File: src/design/oprc_pkg.sv
// Purpose: constants and types for the dual-role port role control register
// Assumes: 32-bit word view of the processor bus, byte enables per lane
// Notes: set half sits in lanes 1:0, clear half in lanes 3:2
package oprc_pkg;
  // ------------------------------------------------------------
  // register map
  // ------------------------------------------------------------
  localparam logic [15:0] OPRC_ADDR_SET = 16'h0374;
  localparam logic [15:0] OPRC_ADDR_CLR = 16'h0376;
  localparam int OPRC_CTRL_W = 11;
  localparam logic [10:0] OPRC_CTRL_RST = 11'h086;
  // ------------------------------------------------------------
  // field positions
  // ------------------------------------------------------------
  localparam int OPRC_B_PULLUP = 0;
  localparam int OPRC_B_DP_PD = 1;
  localparam int OPRC_B_DM_PD = 2;
  localparam int OPRC_B_EXT_PUMP = 3;
  localparam int OPRC_B_DRIVE = 4;
  localparam int OPRC_B_DISCH = 5;
  localparam int OPRC_B_PRECH = 6;
  localparam int OPRC_B_SELECT = 7;
  localparam int OPRC_B_AUTO_RECON = 8;
  localparam int OPRC_B_RST_CONN = 9;
  localparam int OPRC_B_NEG_OFF = 10;
  // ------------------------------------------------------------
  // decoded control carrier
  // ------------------------------------------------------------
  typedef struct packed {
    logic negotiation_off;
    logic reset_on_connect_en;
    logic auto_reconnect_en;
    logic controller_select;
    logic bus_power_precharge;
    logic bus_power_discharge;
    logic bus_power_drive;
    logic external_pump_select;
    logic minus_line_pulldown;
    logic plus_line_pulldown;
    logic plus_line_pullup;
  } oprc_ctrl_type;
endpackage

File: src/design/oprc_role_ctrl.sv
// Purpose: role control register of a dual-role port with set/clear halves
// Assumes: one clock, pin events are asynchronous and get synchronised here
// Notes: all outputs are flip-flops, one cycle behind the register
`timescale 1ns/1ps
`default_nettype none
// Functional notes
// - bits 15..11 hold nothing and always read as zero.
// - bit 10 zero enables negotiation; one makes port pure host or peripheral.
// - bit 9 set makes host send bus reset when a remote connect appears.
// - bit 8 set lets the A side connect after B disconnect.
// - bit 7 zero attaches host controller, one attaches peripheral controller.
// - disconnect-then-connect event forces bit 7 to one in hardware.
// - with bit 8 set, remote disconnect connects the pull-up automatically.
// - bit 5 discharges bus power to ground through a resistor.
// - bit 4 enables the charge pump driving bus power to five volts.
// - bit 3 zero picks on-chip pump, one picks external pump.
// - bit 2 enables the minus line pull-down.
// - bit 1 enables the plus line pull-down.
// - writing one to set half sets, to clear half clears; zero keeps.
// - with negotiation off, bit 7 alone picks host or peripheral.
module oprc_role_ctrl (
  input wire logic clock_i,
  input wire logic rst_n_i,
  input wire logic bus_cs_i,
  input wire logic bus_wr_i,
  input wire logic [15:0] bus_addr_i,
  input wire logic [3:0] bus_be_i,
  input wire logic [31:0] bus_wdata_i,
  output logic [31:0] bus_rdata_o,
  input wire logic disconnect_then_connect_event_i,
  input wire logic remote_disconnect_i,
  input wire logic remote_connect_i,
  output logic negotiation_active_o,
  output logic peripheral_attached_o,
  output logic host_attached_o,
  output logic bus_reset_req_o,
  output logic a_connect_allow_o,
  output logic bus_power_precharge_o,
  output logic bus_power_discharge_o,
  output logic internal_pump_en_o,
  output logic external_pump_en_o,
  output logic minus_line_pulldown_o,
  output logic plus_line_pulldown_o,
  output logic plus_line_pullup_o
);

  // ------------------------------------------------------------
  // pin synchronisers
  // ------------------------------------------------------------
  logic dtc_rise;
  logic rdis_rise;
  logic rcon_rise;

  // two flops against metastability, a third remembers the last level
  oprc_sync_edge u_dtc_sync (
    .clock_i(clock_i),
    .rst_n_i(rst_n_i),
    .pin_i(disconnect_then_connect_event_i),
    .rise_o(dtc_rise)
  );

  oprc_sync_edge u_rdis_sync (
    .clock_i(clock_i),
    .rst_n_i(rst_n_i),
    .pin_i(remote_disconnect_i),
    .rise_o(rdis_rise)
  );

  oprc_sync_edge u_rcon_sync (
    .clock_i(clock_i),
    .rst_n_i(rst_n_i),
    .pin_i(remote_connect_i),
    .rise_o(rcon_rise)
  );

  // the carrier and the stored word must agree in width
  if ($bits(oprc_pkg::oprc_ctrl_type) != oprc_pkg::OPRC_CTRL_W) begin : g_width_check
    $error("control carrier width mismatch");
  end

  // ------------------------------------------------------------
  // register decode
  // ------------------------------------------------------------
  logic [10:0] ctrl_q;
  logic [10:0] ctrl_d;
  wire word_hit = bus_cs_i & (bus_addr_i[15:2] == oprc_pkg::OPRC_ADDR_SET[15:2]);
  wire wr_hit = word_hit & bus_wr_i;
  // set half in lanes 1:0, clear half in lanes 3:2
  wire [15:0] set_mask = {bus_wdata_i[15:8] & {8{bus_be_i[1] & wr_hit}},
                          bus_wdata_i[7:0] & {8{bus_be_i[0] & wr_hit}}};
  wire [15:0] clr_mask = {bus_wdata_i[31:24] & {8{bus_be_i[3] & wr_hit}},
                          bus_wdata_i[23:16] & {8{bus_be_i[2] & wr_hit}}};
  // the hardware event may only set the select bit
  wire [10:0] hw_set = {3'h0, dtc_rise, 7'h00};
  // set beats clear, so a hardware or software set is never lost
  always_comb begin
    ctrl_d = (ctrl_q & ~clr_mask[10:0]) | set_mask[10:0] | hw_set;
  end
  wire [15:0] ctrl_view = {5'h00, ctrl_q};

  oprc_pkg::oprc_ctrl_type ctrl;
  assign ctrl = oprc_pkg::oprc_ctrl_type'(ctrl_q);

  always_ff @(posedge clock_i or negedge rst_n_i) begin
    if (!rst_n_i) begin
      ctrl_q <= oprc_pkg::OPRC_CTRL_RST;
    end else begin
      ctrl_q <= ctrl_d;
    end
  end

  // ------------------------------------------------------------
  // read path
  // ------------------------------------------------------------
  wire [31:0] rdata_d = (word_hit & ~bus_wr_i) ? {ctrl_view, ctrl_view} : 32'h0000_0000;

  // ------------------------------------------------------------
  // automatic pull-up on remote disconnect
  // ------------------------------------------------------------
  logic auto_pullup_q;
  wire auto_pullup_d = ctrl.auto_reconnect_en & (auto_pullup_q | rdis_rise);

  // ------------------------------------------------------------
  // pin controls
  // ------------------------------------------------------------
  wire host_sel = ~ctrl.controller_select;
  wire reset_req_d = ctrl.reset_on_connect_en & host_sel & rcon_rise;

  // ------------------------------------------------------------
  // output next values
  // ------------------------------------------------------------
  wire neg_active_d = ~ctrl.negotiation_off;
  wire int_pump_d = ctrl.bus_power_drive & ~ctrl.external_pump_select;
  wire ext_pump_d = ctrl.bus_power_drive & ctrl.external_pump_select;
  wire pullup_d = ctrl.plus_line_pullup | auto_pullup_q;

  // ------------------------------------------------------------
  // latch and read data flops
  // ------------------------------------------------------------
  always_ff @(posedge clock_i or negedge rst_n_i) begin
    if (!rst_n_i) begin
      auto_pullup_q <= 1'b0;
    end else begin
      auto_pullup_q <= auto_pullup_d;
    end
  end

  // a read answer stands for exactly one cycle
  always_ff @(posedge clock_i or negedge rst_n_i) begin
    if (!rst_n_i) begin
      bus_rdata_o <= 32'h0000_0000;
    end else begin
      bus_rdata_o <= rdata_d;
    end
  end

  // ------------------------------------------------------------
  // role outputs
  // ------------------------------------------------------------
  always_ff @(posedge clock_i or negedge rst_n_i) begin
    if (!rst_n_i) begin
      negotiation_active_o <= 1'b0;
    end else begin
      negotiation_active_o <= neg_active_d;
    end
  end

  always_ff @(posedge clock_i or negedge rst_n_i) begin
    if (!rst_n_i) begin
      peripheral_attached_o <= 1'b0;
    end else begin
      peripheral_attached_o <= ctrl.controller_select;
    end
  end

  always_ff @(posedge clock_i or negedge rst_n_i) begin
    if (!rst_n_i) begin
      host_attached_o <= 1'b0;
    end else begin
      host_attached_o <= host_sel;
    end
  end

  always_ff @(posedge clock_i or negedge rst_n_i) begin
    if (!rst_n_i) begin
      bus_reset_req_o <= 1'b0;
    end else begin
      bus_reset_req_o <= reset_req_d;
    end
  end

  always_ff @(posedge clock_i or negedge rst_n_i) begin
    if (!rst_n_i) begin
      a_connect_allow_o <= 1'b0;
    end else begin
      a_connect_allow_o <= ctrl.auto_reconnect_en;
    end
  end

  // ------------------------------------------------------------
  // bus power outputs
  // ------------------------------------------------------------
  always_ff @(posedge clock_i or negedge rst_n_i) begin
    if (!rst_n_i) begin
      bus_power_precharge_o <= 1'b0;
    end else begin
      bus_power_precharge_o <= ctrl.bus_power_precharge;
    end
  end

  always_ff @(posedge clock_i or negedge rst_n_i) begin
    if (!rst_n_i) begin
      bus_power_discharge_o <= 1'b0;
    end else begin
      bus_power_discharge_o <= ctrl.bus_power_discharge;
    end
  end

  // only one pump may ever run
  always_ff @(posedge clock_i or negedge rst_n_i) begin
    if (!rst_n_i) begin
      internal_pump_en_o <= 1'b0;
    end else begin
      internal_pump_en_o <= int_pump_d;
    end
  end

  always_ff @(posedge clock_i or negedge rst_n_i) begin
    if (!rst_n_i) begin
      external_pump_en_o <= 1'b0;
    end else begin
      external_pump_en_o <= ext_pump_d;
    end
  end

  // ------------------------------------------------------------
  // line resistor outputs
  // ------------------------------------------------------------
  always_ff @(posedge clock_i or negedge rst_n_i) begin
    if (!rst_n_i) begin
      minus_line_pulldown_o <= 1'b0;
    end else begin
      minus_line_pulldown_o <= ctrl.minus_line_pulldown;
    end
  end

  always_ff @(posedge clock_i or negedge rst_n_i) begin
    if (!rst_n_i) begin
      plus_line_pulldown_o <= 1'b0;
    end else begin
      plus_line_pulldown_o <= ctrl.plus_line_pulldown;
    end
  end

  always_ff @(posedge clock_i or negedge rst_n_i) begin
    if (!rst_n_i) begin
      plus_line_pullup_o <= 1'b0;
    end else begin
      plus_line_pullup_o <= pullup_d;
    end
  end

endmodule

// ------------------------------------------------------------
// pin synchroniser with rising edge detect
// ------------------------------------------------------------
module oprc_sync_edge #(
  parameter int STAGES = 2
) (
  input wire logic clock_i,
  input wire logic rst_n_i,
  input wire logic pin_i,
  output logic rise_o
);

  // fewer than two flops would let a metastable level into the logic
  if (STAGES < 2) begin : g_stage_check
    $error("oprc_sync_edge needs at least two stages");
  end

  logic [STAGES:0] chain_q;

  // the history flop resets low, matching the idle level of the pins
  always_ff @(posedge clock_i or negedge rst_n_i) begin
    if (!rst_n_i) begin
      chain_q <= '0;
    end else begin
      chain_q <= {chain_q[STAGES-1:0], pin_i};
    end
  end

  // only the last synchroniser flop and the history flop feed the edge
  assign rise_o = chain_q[STAGES-1] & ~chain_q[STAGES];

endmodule
`default_nettype wire

File: config.mk
export PLATFORM = sky130hd
export DESIGN_NAME = oprc_role_ctrl
export DESIGN_NICKNAME = d
export VERILOG_FILES = /design/src/design/oprc_pkg.sv /design/src/design/oprc_role_ctrl.sv
export SDC_FILE = /design/constraint.sdc
export NUM_CORES = 1
export LEC_CHECK = 0
export BUFFER_PORTS_ARGS = -buffer_cell sky130_fd_sc_hd__buf_2
export CORE_UTILIZATION = 38
export CTS_CLUSTER_SIZE = 25
export DETAILED_ROUTE_END_ITERATION = 12
export PLACE_DENSITY_LB_ADDON = 0.12
export SKIP_LAST_GASP = 1
export SYNTH_ARGS = -nofsm -noshare
export SYNTH_HDL_FRONTEND = slang
export SYNTH_SLANG_ARGS = --single-unit
export TNS_END_PERCENT = 1
File: constraint.sdc
create_clock -name clock_i -period 0.8 [get_ports clock_i]
set_input_delay 0.04 -clock clock_i [delete_from_list [all_inputs] [get_ports clock_i]]
set_output_delay 0.04 -clock clock_i [all_outputs]
set_load 0.01 [all_outputs]
# [Yosys cells after proc, flatten, opt, wreduce, memory -nomap -nowiden]
# Index checks and enable logic that the tools add are counted.
[totals] register_bits=60 word_cells=52
[op_classes] eq_ne=1 n_mux=1 n_bitwise=32
[op_table] op="two-way mux 27 bit" count=1
[op_table] op="AND 8 bit" count=2
[op_table] op="AND 1 bit" count=15
[op_table] op="equality test 14 x 8 -> 1 bit, second input constant" count=1
[op_table] op="AND 11 bit" count=1
[op_table] op="NOT 11 bit" count=1
[op_table] op="OR 11 bit" count=1
[op_table] op="OR 11 x 8 -> 11 bit" count=1
[op_table] op="NOT 1 bit" count=7
[op_table] op="AND 3 bit" count=2
[op_table] op="OR 1 bit" count=2

# [Depth between registers and ports, before layout]
# Gate-level depths: netlist of the first run.
[logic_depth] ltp_word=9 mapped_depth=5

# [Modules after synthesis]
# Synthesis of the first run repeated with hierarchy kept, for this count alone.
[unflattened] hier_cells=147 area_unflattened_um2=1727.9
[modules_own_cells] module="oprc_role_ctrl" n_inst=1 cells_per_inst=135 area_per_inst_um2=1461.4
[modules_own_cells] module="oprc_sync_edge" n_inst=3 cells_per_inst=4 area_per_inst_um2=88.8

# [Worst setup path before layout of the first run]
# No wires, ideal clock.
[synth_timing] path_type="in2reg" startpoint="input port bus_addr_i[11]" endpoint="register ctrl_q[0] (netlist: ctrl[0])" setup_time_ns=0.125 arrival_ns=0.845 setup_slack_ns=-0.171 path_stages=5 path_buffers=1 path_cell_list="nor4_4 -> nand4_2 -> buf_2 -> o21ai_0 -> o21ai_1"
[synth_between] elab_chain_cells=9 elab_cells_between_ends=11
[synth_rtl] element="from (decl)" line="oprc_role_ctrl.sv:26" text="input wire logic [15:0] bus_addr_i,"
[synth_rtl] element="equality test 14 x 8 -> 1 bit *" line="oprc_role_ctrl.sv:86" text="wire word_hit = bus_cs_i & (bus_addr_i[15:2] == oprc_pkg::OPRC_ADDR_SET[15:2]);"
[synth_rtl] element="AND 1 bit *" line="oprc_role_ctrl.sv:86"
[synth_rtl] element="AND 1 bit *" line="oprc_role_ctrl.sv:87" text="wire wr_hit = word_hit & bus_wr_i;"
[synth_rtl] element="AND 1 bit" line="oprc_role_ctrl.sv:92" text="bus_wdata_i[23:16] & {8{bus_be_i[2] & wr_hit}}};"
[synth_rtl] element="AND 8 bit" line="oprc_role_ctrl.sv:92"
[synth_rtl] element="NOT 11 bit" line="oprc_role_ctrl.sv:97" text="ctrl_d = (ctrl_q & ~clr_mask[10:0]) | set_mask[10:0] | hw_set;"
[synth_rtl] element="AND 11 bit" line="oprc_role_ctrl.sv:97"
[synth_rtl] element="OR 11 bit *" line="oprc_role_ctrl.sv:97"
[synth_rtl] element="OR 11 x 8 -> 11 bit *" line="oprc_role_ctrl.sv:97"
[synth_rtl] element="named net ctrl_d[0]" line="oprc_role_ctrl.sv:85" text="logic [10:0] ctrl_d;"
[synth_rtl] element="to (signal assigned)" line="oprc_role_ctrl.sv:106" text="ctrl_q <= oprc_pkg::OPRC_CTRL_RST;"
[synth_rtl] element="to (signal assigned)" line="oprc_role_ctrl.sv:108" text="ctrl_q <= ctrl_d;"
[synth_rtl] element="to (decl)" line="oprc_role_ctrl.sv:84" text="logic [10:0] ctrl_q;"
# The timed path passes the listed nets; every way through them passes the cells marked *.

# [Worst setup path after layout of the first run]
[layout_timing] startpoint="input port bus_addr_i[12]" endpoint="register ctrl_q[6] (netlist: ctrl[6])"
# Same word-level chain as after synthesis.

==> results of run 1 <==
logic make-up (layout without fill, tap and decap cells):
group,Yosys count,in the layout,synth area share
DFF,44,44,0.647
and+or+nand+nor,38,38,0.149
buffers and inverters,38,121,0.131
AOI/OAI and AO/OA,23,23,0.0703
other,1,10,0.00220
Yosys cell counts (2+ instances only):
cell type  number  area, um^2
and4bb_2        2        25.0
nor2b_1         2        12.5
nand2_1        12        45.0
and4_1          2        17.5
and2_1         12        75.1
inv_1          14        52.6
buf_4          21         158
dfstp_2         3        78.8
o21ai_1        10        50.1
o21ai_0        11        55.1
dfrtp_1        41        1030
final timing paths:
check / start / endpoint / slack [ns] / cells past startpoint
min in group asynchronous: rst_n_i / internal_pump_en_o$_DFF_PN0_ / 0.25 / 3
setup / recovery: bus_addr_i[12] / ctrl[6]$_DFF_PN0_ / -0.11 / 5
hold / removal: bus_wdata_i[4] / ctrl[4]$_DFF_PN0_ / 0.02 / 3
max in group asynchronous: rst_n_i / ctrl[2]$_DFF_PN1_ / 0.30 / 3
setup reg to reg: ctrl[7]$_DFF_PN1_ / ctrl[7]$_DFF_PN1_ / -0.03 / 2
hold reg to reg: u_dtc_sync.chain_q[0]$_DFF_PN0_ / u_dtc_sync.chain_q[1]$_DFF_PN0_ / 0.35 / 0
flip-flops by register name (all words and copies together) (netlist names):
name                   count
a_connect_allow_o          1
u_dtc_sync.chain_q         3
bus_reset_req_o            1
auto_pullup_q              1
bus_power_precharge_o      1
plus_line_pulldown_o       1
internal_pump_en_o         1
bus_rdata_o               11
host_attached_o            1
negotiation_active_o       1
plus_line_pullup_o         1
bus_power_discharge_o      1
minus_line_pulldown_o      1
ctrl                      11
peripheral_attached_o      1
external_pump_en_o         1
u_rcon_sync.chain_q        3
u_rdis_sync.chain_q        3
power by group through the flow:
stage	Clock, uW	Combinational [uW]	Sequential [uW]
floorplan	0	102	2300
global placement	0	245	2300
detailed placement	0	249	2300
CTS	1990	302	2250
global route	2090	335	2260
finish	1940	299	2250
per-stage QoR:
step	area, um^2	instances	util	setup TNS [ns]	worst slack (ns)
final	2380	288	0.551	-1.86	-0.106
after global routing	2380	288	0.551	-4.23	-0.166
after CTS	2370	288	0.548	-2.17	-0.0791
after detailed placement	2090	265	0.483	-7.07	-0.388
after global placement	2090	265	0.483	-6.75	-0.353
after floorplan	1760	153	-	-2.50	-0.138
final cells by class:
cell class                 instances  area [um^2]
multi-input combinational         71          433
sequential                        44         1100
fill                             401         1940
clock inverter                     2         60.1
clock buffer                       6         72.6
timing repair buffer              99          594
tap                               52         65.1
inverter                          14         52.6
per-layer routing:
layer,share of wire,vias to the layer above
li1,-,609
met1,0.37,588
met2,0.54,66
met3,0.077,4
met4,0.012,0
met5,0,-
tightest hold or removal path, stage by stage:
cell and delay, ns:
buf_2 0.10, inv_1 0.07, o21ai_1 0.07
what timing repair did:
item / CTS / global route
cloned: 0 / 0
gates resized for setup: 1 / 3
pin swaps: 2 / 3
hold buffers: 14 / 0
setup endpoints to repair: 48 / 59
hold endpoints to repair: 56 / 0
buffers inserted: 1 / 0
==> load_flow_metrics.sql, run 1 <==
INSERT INTO impl_metrics (metric_group, metric, value, unit) VALUES
('yosys', 'post_synth_num_cell_types', '25', ''),
('global_routing', 'grt_first_pass_wirelength', '5440', 'um'),
('global_routing', 'grt_start_max_net_pins', '45', ''),
('timing', 'clock_skews', '0.00762', 'ns'),
('power_and_ir_drop', 'power.ir.vdd_worst', '740', 'uV'),
('power_and_ir_drop', 'power_per_cell_area', '1880', 'mW/mm^2'),
('floorplanning', 'full_die_area', '0.00477', 'mm^2'),
('clock_network', 'cts.reportedPaths.clkPinSlew', '0.08', 'ns'),
('power_and_ir_drop', 'fin_total_pwr', '4490', 'uW'),
('global_routing', 'grt_antenna_before_repair', '0', ''),
('yosys', 'number_of_enable_type_register_cells_in_the_synthesized_netlist', '0', ''),
('worst_setup_path', 'worst_setup_path_start_kind', 'input port', ''),
('worst_setup_path', 'critical_path.max_fanout', '8', ''),
('cells_and_area', 'layout.cells.most_common_list', '80 x buf_2, 41 x dfrtp_1, 14 x inv_1, 14 x o21ai_1, 14 x dlygate4sd3_1', ''),
('global_routing', 'busiest_layer', 'met2', ''),
('routing', 'detailroute.via_count', '1267', ''),
('cells_and_area', 'drive_gt1_frac', '0.441', ''),
('global_routing', 'grt_util_met3', '0.0541', ''),
('power_and_ir_drop', 'comb_power_share', '0.067', ''),
('worst_setup_path', 'setup.worst_path.end_class', 'flip-flop', ''),
('floorplanning', 'initial_utilization', '0.395', ''),
('worst_setup_path', 'slowest_delay', '0.33', 'ns'),
('floorplanning', 'die_w', '69.0', 'um'),
('routing', 'drt_pre_antenna_iters', '4', ''),
('worst_setup_path', 'setup_cp_type', 'in2reg', ''),
('run_status', 'status', 'finished, violations left', ''),
('yosys', 'postSynth.asyncResetShare', '1.00', ''),
('placed_design', 'numPortBuffers', '80', ''),
('placed_design', 'place_hpwl', '2500', 'um'),
('worst_setup_path', 'critical_path.slowest_cell', 'or2_4', ''),
('power_and_ir_drop', 'share_seq_of_total_power', '0.502', ''),
('routing', 'antenna_violating_nets_post_route', '0', ''),
('yosys', 'syn_area_cell', '11.9', 'um^2'),
('floorplanning', 'core.rowCount', '24', ''),
('floorplanning', 'top_level_ports', '103', ''),
('timing', 'holdWs', '0.0176', 'ns'),
('yosys', 'ys.warnings.count', '0', ''),
('routing', 'route.detailed.wl_per_inst', '11.3', 'um'),
('global_routing', 'globalRouteOverflowTotal', '0', ''),
('run_status', 'violations', 'negative setup slack', ''),
('clock_network', 'clock_path_buffers', '2', ''),
('timing', 'finalWorstSetupSlack', '-0.106', 'ns'),
('yosys', 'netlist_instances', '144', ''),
('routing', 'initialDrtViolationCount', '48', ''),
('worst_setup_path', 'cp_data_arrival_time', '1.12', 'ns'),
('yosys', 'dominantRegCellSynth', 'dfrtp_1', ''),
('timing', 'timing_hold_violations_final', '0', ''),
('routing', 'finalWirelength', '3250', 'um'),
('yosys', 'syn-cell-area', '0.00171', 'mm^2'),
('worst_setup_path', 'cpLargestDelayFamily', 'simple AND/OR/NAND/NOR gates', ''),
('cells_and_area', 'leading_cell_type_in_the_layout_fill_and_taps_excluded', 'buf_2', ''),
('cells_and_area', 'fin_nets', '294', ''),
('worst_setup_path', 'path_cells', 'buf_2 -> nor4_4 -> nand4_4 -> or2_4 -> o21ai_1', ''),
('yosys', 'ys_seq_elements', '44', ''),
('worst_setup_path', 'cp_num_buf_inv', '1', ''),
('timing', 'grt_setup_unrepaired', 'true', ''),
('power_and_ir_drop', 'power.share.switching', '0.187', ''),
('clock_network', 'cts-buffers-inserted', '5', ''),
('routing', 'drt-vias-per-instance', '4.40', ''),
('flow_run', 'timing.max_cap.violations', '0', ''),
('clock_network', 'cts_htree_levels', '2', ''),
('power_and_ir_drop', 'p_leak', '0.00134', 'uW'),
('global_routing', 'grt_use_met1', '0.148', ''),
('yosys', 'synth_sequential_area_ratio', '0.647', ''),
('clock_network', 'cts.root.buffer_cell', 'clkbuf_8', ''),
('global_routing', 'grt_use_total', '0.148', ''),
('cells_and_area', 'syn_to_final_growth', '39.5', '%'),
('timing', 'setup-violations-final', '47', ''),
('worst_hold_path', 'min-delay-path-class', 'in2reg', ''),
('power_and_ir_drop', 'power_frac_clock', '0.431', ''),
('global_routing', 'grt_pass1_vias', '1291', '');
Power figures use the tool's default switching activity.
==> run 2, diff against run 1 <==
--- a/config.mk
+++ b/config.mk
@@ -10,6 +10,7 @@
 export CTS_CLUSTER_SIZE = 25
 export DETAILED_ROUTE_END_ITERATION = 12
 export PLACE_DENSITY_LB_ADDON = 0.12
+export RECOVER_POWER = 25
 export SKIP_LAST_GASP = 1
 export SYNTH_ARGS = -nofsm -noshare
 export SYNTH_HDL_FRONTEND = slang
==> run 2 against run 1 <==
  * The flow still finishes with violations (negative setup slack)
  * Via count did not move
  * Cell count did not move
  * Critical path depth did not move
  * Setup slack did not move
  * Total power fell by 0.14%
  * Die area did not move
  * Fmax did not move
  * Count of clock-buffer cells in the layout did not move
  * Combinational power fell by 2%
  * Cell area fell by 0.37%
  * Sequential power barely moved
==> load_flow_metrics.sql, run 2 (synthesis results as in run 1) <==
INSERT INTO impl_metrics (metric_group, metric, value, unit) VALUES
('worst_setup_path', 'reg2reg_depth', '2', ''),
('cells_and_area', 'antenna_cells_inserted', '0', ''),
('floorplanning', 'core', '0.00432', 'mm^2'),
('global_routing', 'grt_pass1_vias', '1291', ''),
('power_and_ir_drop', 'power.ir.vdd_worst', '740', 'uV'),
('routing', 'detailroute.via_count', '1267', ''),
('cells_and_area', 'fin_nets', '294', ''),
('worst_setup_path', 'critical_path.slowest_cell', 'or2_4', ''),
('worst_setup_path', 'reg2reg_setup_slack', '-0.03', 'ns'),
('floorplanning', 'top_level_ports', '103', ''),
('global_routing', 'grt_first_pass_wirelength', '5440', 'um'),
('worst_setup_path', 'critical_path.max_fanout', '8', ''),
('run_status', 'violations', 'negative setup slack', ''),
('run_status', 'status', 'finished, violations left', ''),
('clock_network', 'cts_htree_levels', '2', ''),
('placed_design', 'finalWeightedCongestion', '0.707', ''),
('routing', 'finalWirelength', '3250', 'um'),
('routing', 'detailroute.wirelength.met2', '1760', 'um'),
('floorplanning', 'core.rowCount', '24', ''),
('worst_hold_path', 'number_of_instances_on_the_worst_hold_path', '3', ''),
('clock_network', 'cts.root.buffer_cell', 'clkbuf_8', ''),
('worst_setup_path', 'r2r_start', 'ctrl[7]$_DFF_PN1_', ''),
('routing', 'initialDrtViolationCount', '48', ''),
('timing', 'fin_crit', '0.906', 'ns'),
('worst_setup_path', 'r2r-end', 'ctrl[7]$_DFF_PN1_', ''),
('timing', 'setup-violations-final', '47', ''),
('global_routing', 'grt_start_max_net_pins', '45', ''),
('worst_hold_path', 'min-delay-path-class', 'in2reg', ''),
('timing', 'report.final.slew_viol_count', '0', ''),
('timing', 'timing_hold_violations_final', '0', ''),
('floorplanning', 'die_w', '69.0', 'um'),
('timing', 'fmax', '1.10', 'GHz'),
('timing', 'clock_skews', '0.00762', 'ns'),
('power_and_ir_drop', 'power_per_cell_area', '1890', 'mW/mm^2'),
('floorplanning', 'initial_utilization', '0.395', ''),
('worst_hold_path', 'timing.hold.worst_endpoint', 'ctrl[4]$_DFF_PN0_', ''),
('routing', 'top_layer', 'met4', ''),
('worst_setup_path', 'worst_setup_path_start_kind', 'input port', ''),
('flow_run', 'timing.max_cap.violations', '0', ''),
('global_routing', 'grt_antenna_before_repair', '0', ''),
('routing', 'dr_wl_met3', '250', 'um'),
('clock_network', 'cts_tree', 'done', ''),
('timing', 'finalWorstSetupSlack', '-0.106', 'ns'),
('floorplanning', 'die_h', '69.0', 'um'),
('placed_design', 'place_hpwl', '2500', 'um'),
('cells_and_area', 'leading_cell_type_in_the_layout_fill_and_taps_excluded', 'buf_2', ''),
('global_routing', 'grt_use_total', '0.148', ''),
('power_and_ir_drop', 'p_leak', '0.00134', 'uW'),
('worst_setup_path', 'cp_data_arrival_time', '1.12', 'ns'),
('cells_and_area', 'number_of_standard_cells_in_the_layout_taps_in_and_fillers_out', '288', ''),
('cells_and_area', 'postLayoutCoreUtil', '0.549', ''),
('timing', 'grt_setup_unrepaired', 'true', ''),
('clock_network', 'cts-buffers-inserted', '5', ''),
('clock_network', 'clkLatencyLatePin', '0.29', 'ns'),
('routing', 'drc_viols', '0', ''),
('cells_and_area', 'drive_gt1_frac', '0.441', ''),
('routing', 'antenna_violating_nets_post_route', '0', ''),
('cells_and_area', 'layout.cells.most_common_list', '80 x buf_2, 41 x dfrtp_1, 14 x inv_1, 14 x o21ai_1, 14 x dlygate4sd3_1', ''),
('worst_hold_path', 'worstHoldStart', 'bus_wdata_i[4]', ''),
('routing', 'drt_pre_antenna_iters', '4', ''),
('floorplanning', 'full_die_area', '0.00477', 'mm^2'),
('worst_setup_path', 'setup.worst_path.end_class', 'flip-flop', ''),
('routing', 'drt-vias-per-instance', '4.40', ''),
('routing', 'met1_length', '1200', 'um'),
('clock_network', 'clock_path_buffers', '2', ''),
('worst_setup_path', 'path_cells', 'buf_2 -> nor4_4 -> nand4_4 -> or2_4 -> o21ai_1', ''),
('cells_and_area', 'syn_to_final_growth', '39.0', '%'),
('placed_design', 'place_ws', '-0.388', 'ns'),
('global_routing', 'globalRouteOverflowTotal', '0', ''),
('routing', 'route.detailed.wl_per_inst', '11.3', 'um'),
('cells_and_area', 'fillers', '404', ''),
('clock_network', 'clkSinkCount', '44', ''),
('placed_design', 'numPlacedInstances', '265', ''),
('placed_design', 'numPortBuffers', '80', ''),
('clock_network', 'cts.reportedPaths.clkPinSlew', '0.08', 'ns'),
('worst_setup_path', 'setup_cp_type', 'in2reg', ''),
('worst_setup_path', 'critPathRequiredTime', '1.01', 'ns'),
('worst_setup_path', 'slowest_delay', '0.33', 'ns'),
('timing', 'period_share', '1.13', '');
-- run 2: timing repair --
action / 4_1_cts / 5_1_grt
endpoints found under the hold margin: 56 / 0
setup endpoints to repair: 48 / 59
hold buffers: 14 / 0
pin swaps: 2 / 3
resized for setup: 1 / 3
buffers inserted: 1 / 0
-- run 2: where the power goes --
group	internal, uW	switching [uW]	leakage [uW]
Combinational	150	142	0.000699
Clock	1250	690	0.0000654
Sequential	2250	7.25	0.000573
-- run 2: worst max-delay path by stage --
stage	start	end	slack [ns]	cells past startpoint
after floorplan	bus_addr_i[12]	ctrl[1]$_DFF_PN1_	-0.14	4
after global placement	bus_addr_i[12]	ctrl[0]$_DFF_PN0_	-0.35	6
after detailed placement	bus_addr_i[12]	ctrl[6]$_DFF_PN0_	-0.39	6
after CTS	bus_addr_i[11]	ctrl[0]$_DFF_PN0_	-0.08	5
after global routing	bus_addr_i[12]	ctrl[2]$_DFF_PN1_	-0.17	5
final	bus_addr_i[12]	ctrl[6]$_DFF_PN0_	-0.11	5
-- run 2: layer usage --
metal / vias up / global-route usage
li1: 609 / -
met1: 588 / 0.148
met2: 66 / 0.272
met3: 4 / 0.0541
met4: 0 / 0.0658
met5: - / 0
-- run 2: critical path, delay by kind of cell --
family                 cells  cell delay (ns)
AND/OR/NAND/NOR            3             0.83
AO/OA/AOI/OAI              1             0.13
buffers and inverters      1             0.11
-- run 2: cell type report --
class,instances,area [um^2],share of cell area
Timing Repair Buffer,99,586,0.247
Clock buffer,6,72.6,0.0306
Inverter,14,52.6,0.0221
Sequential cell,44,1100,0.465
Multi-Input combinational cell,71,433,0.182
Clock inverter,2,60.1,0.0253
Tap cell,52,65.1,0.0274
-- run 2: metrics by stage --
stage | hold WS [ns] | TNS [ns] | total power (uW) | instance area, um^2
after floorplan | -0.256 | -2.50 | 2400 | 1760
after global placement | 0.0296 | -6.75 | 2540 | 2090
after detailed placement | 0.0301 | -7.07 | 2550 | 2090
after CTS | 0.00181 | -2.17 | 4550 | 2370
after global routing | 0.0145 | -4.23 | 4670 | 2370
final | 0.0176 | -1.86 | 4480 | 2370
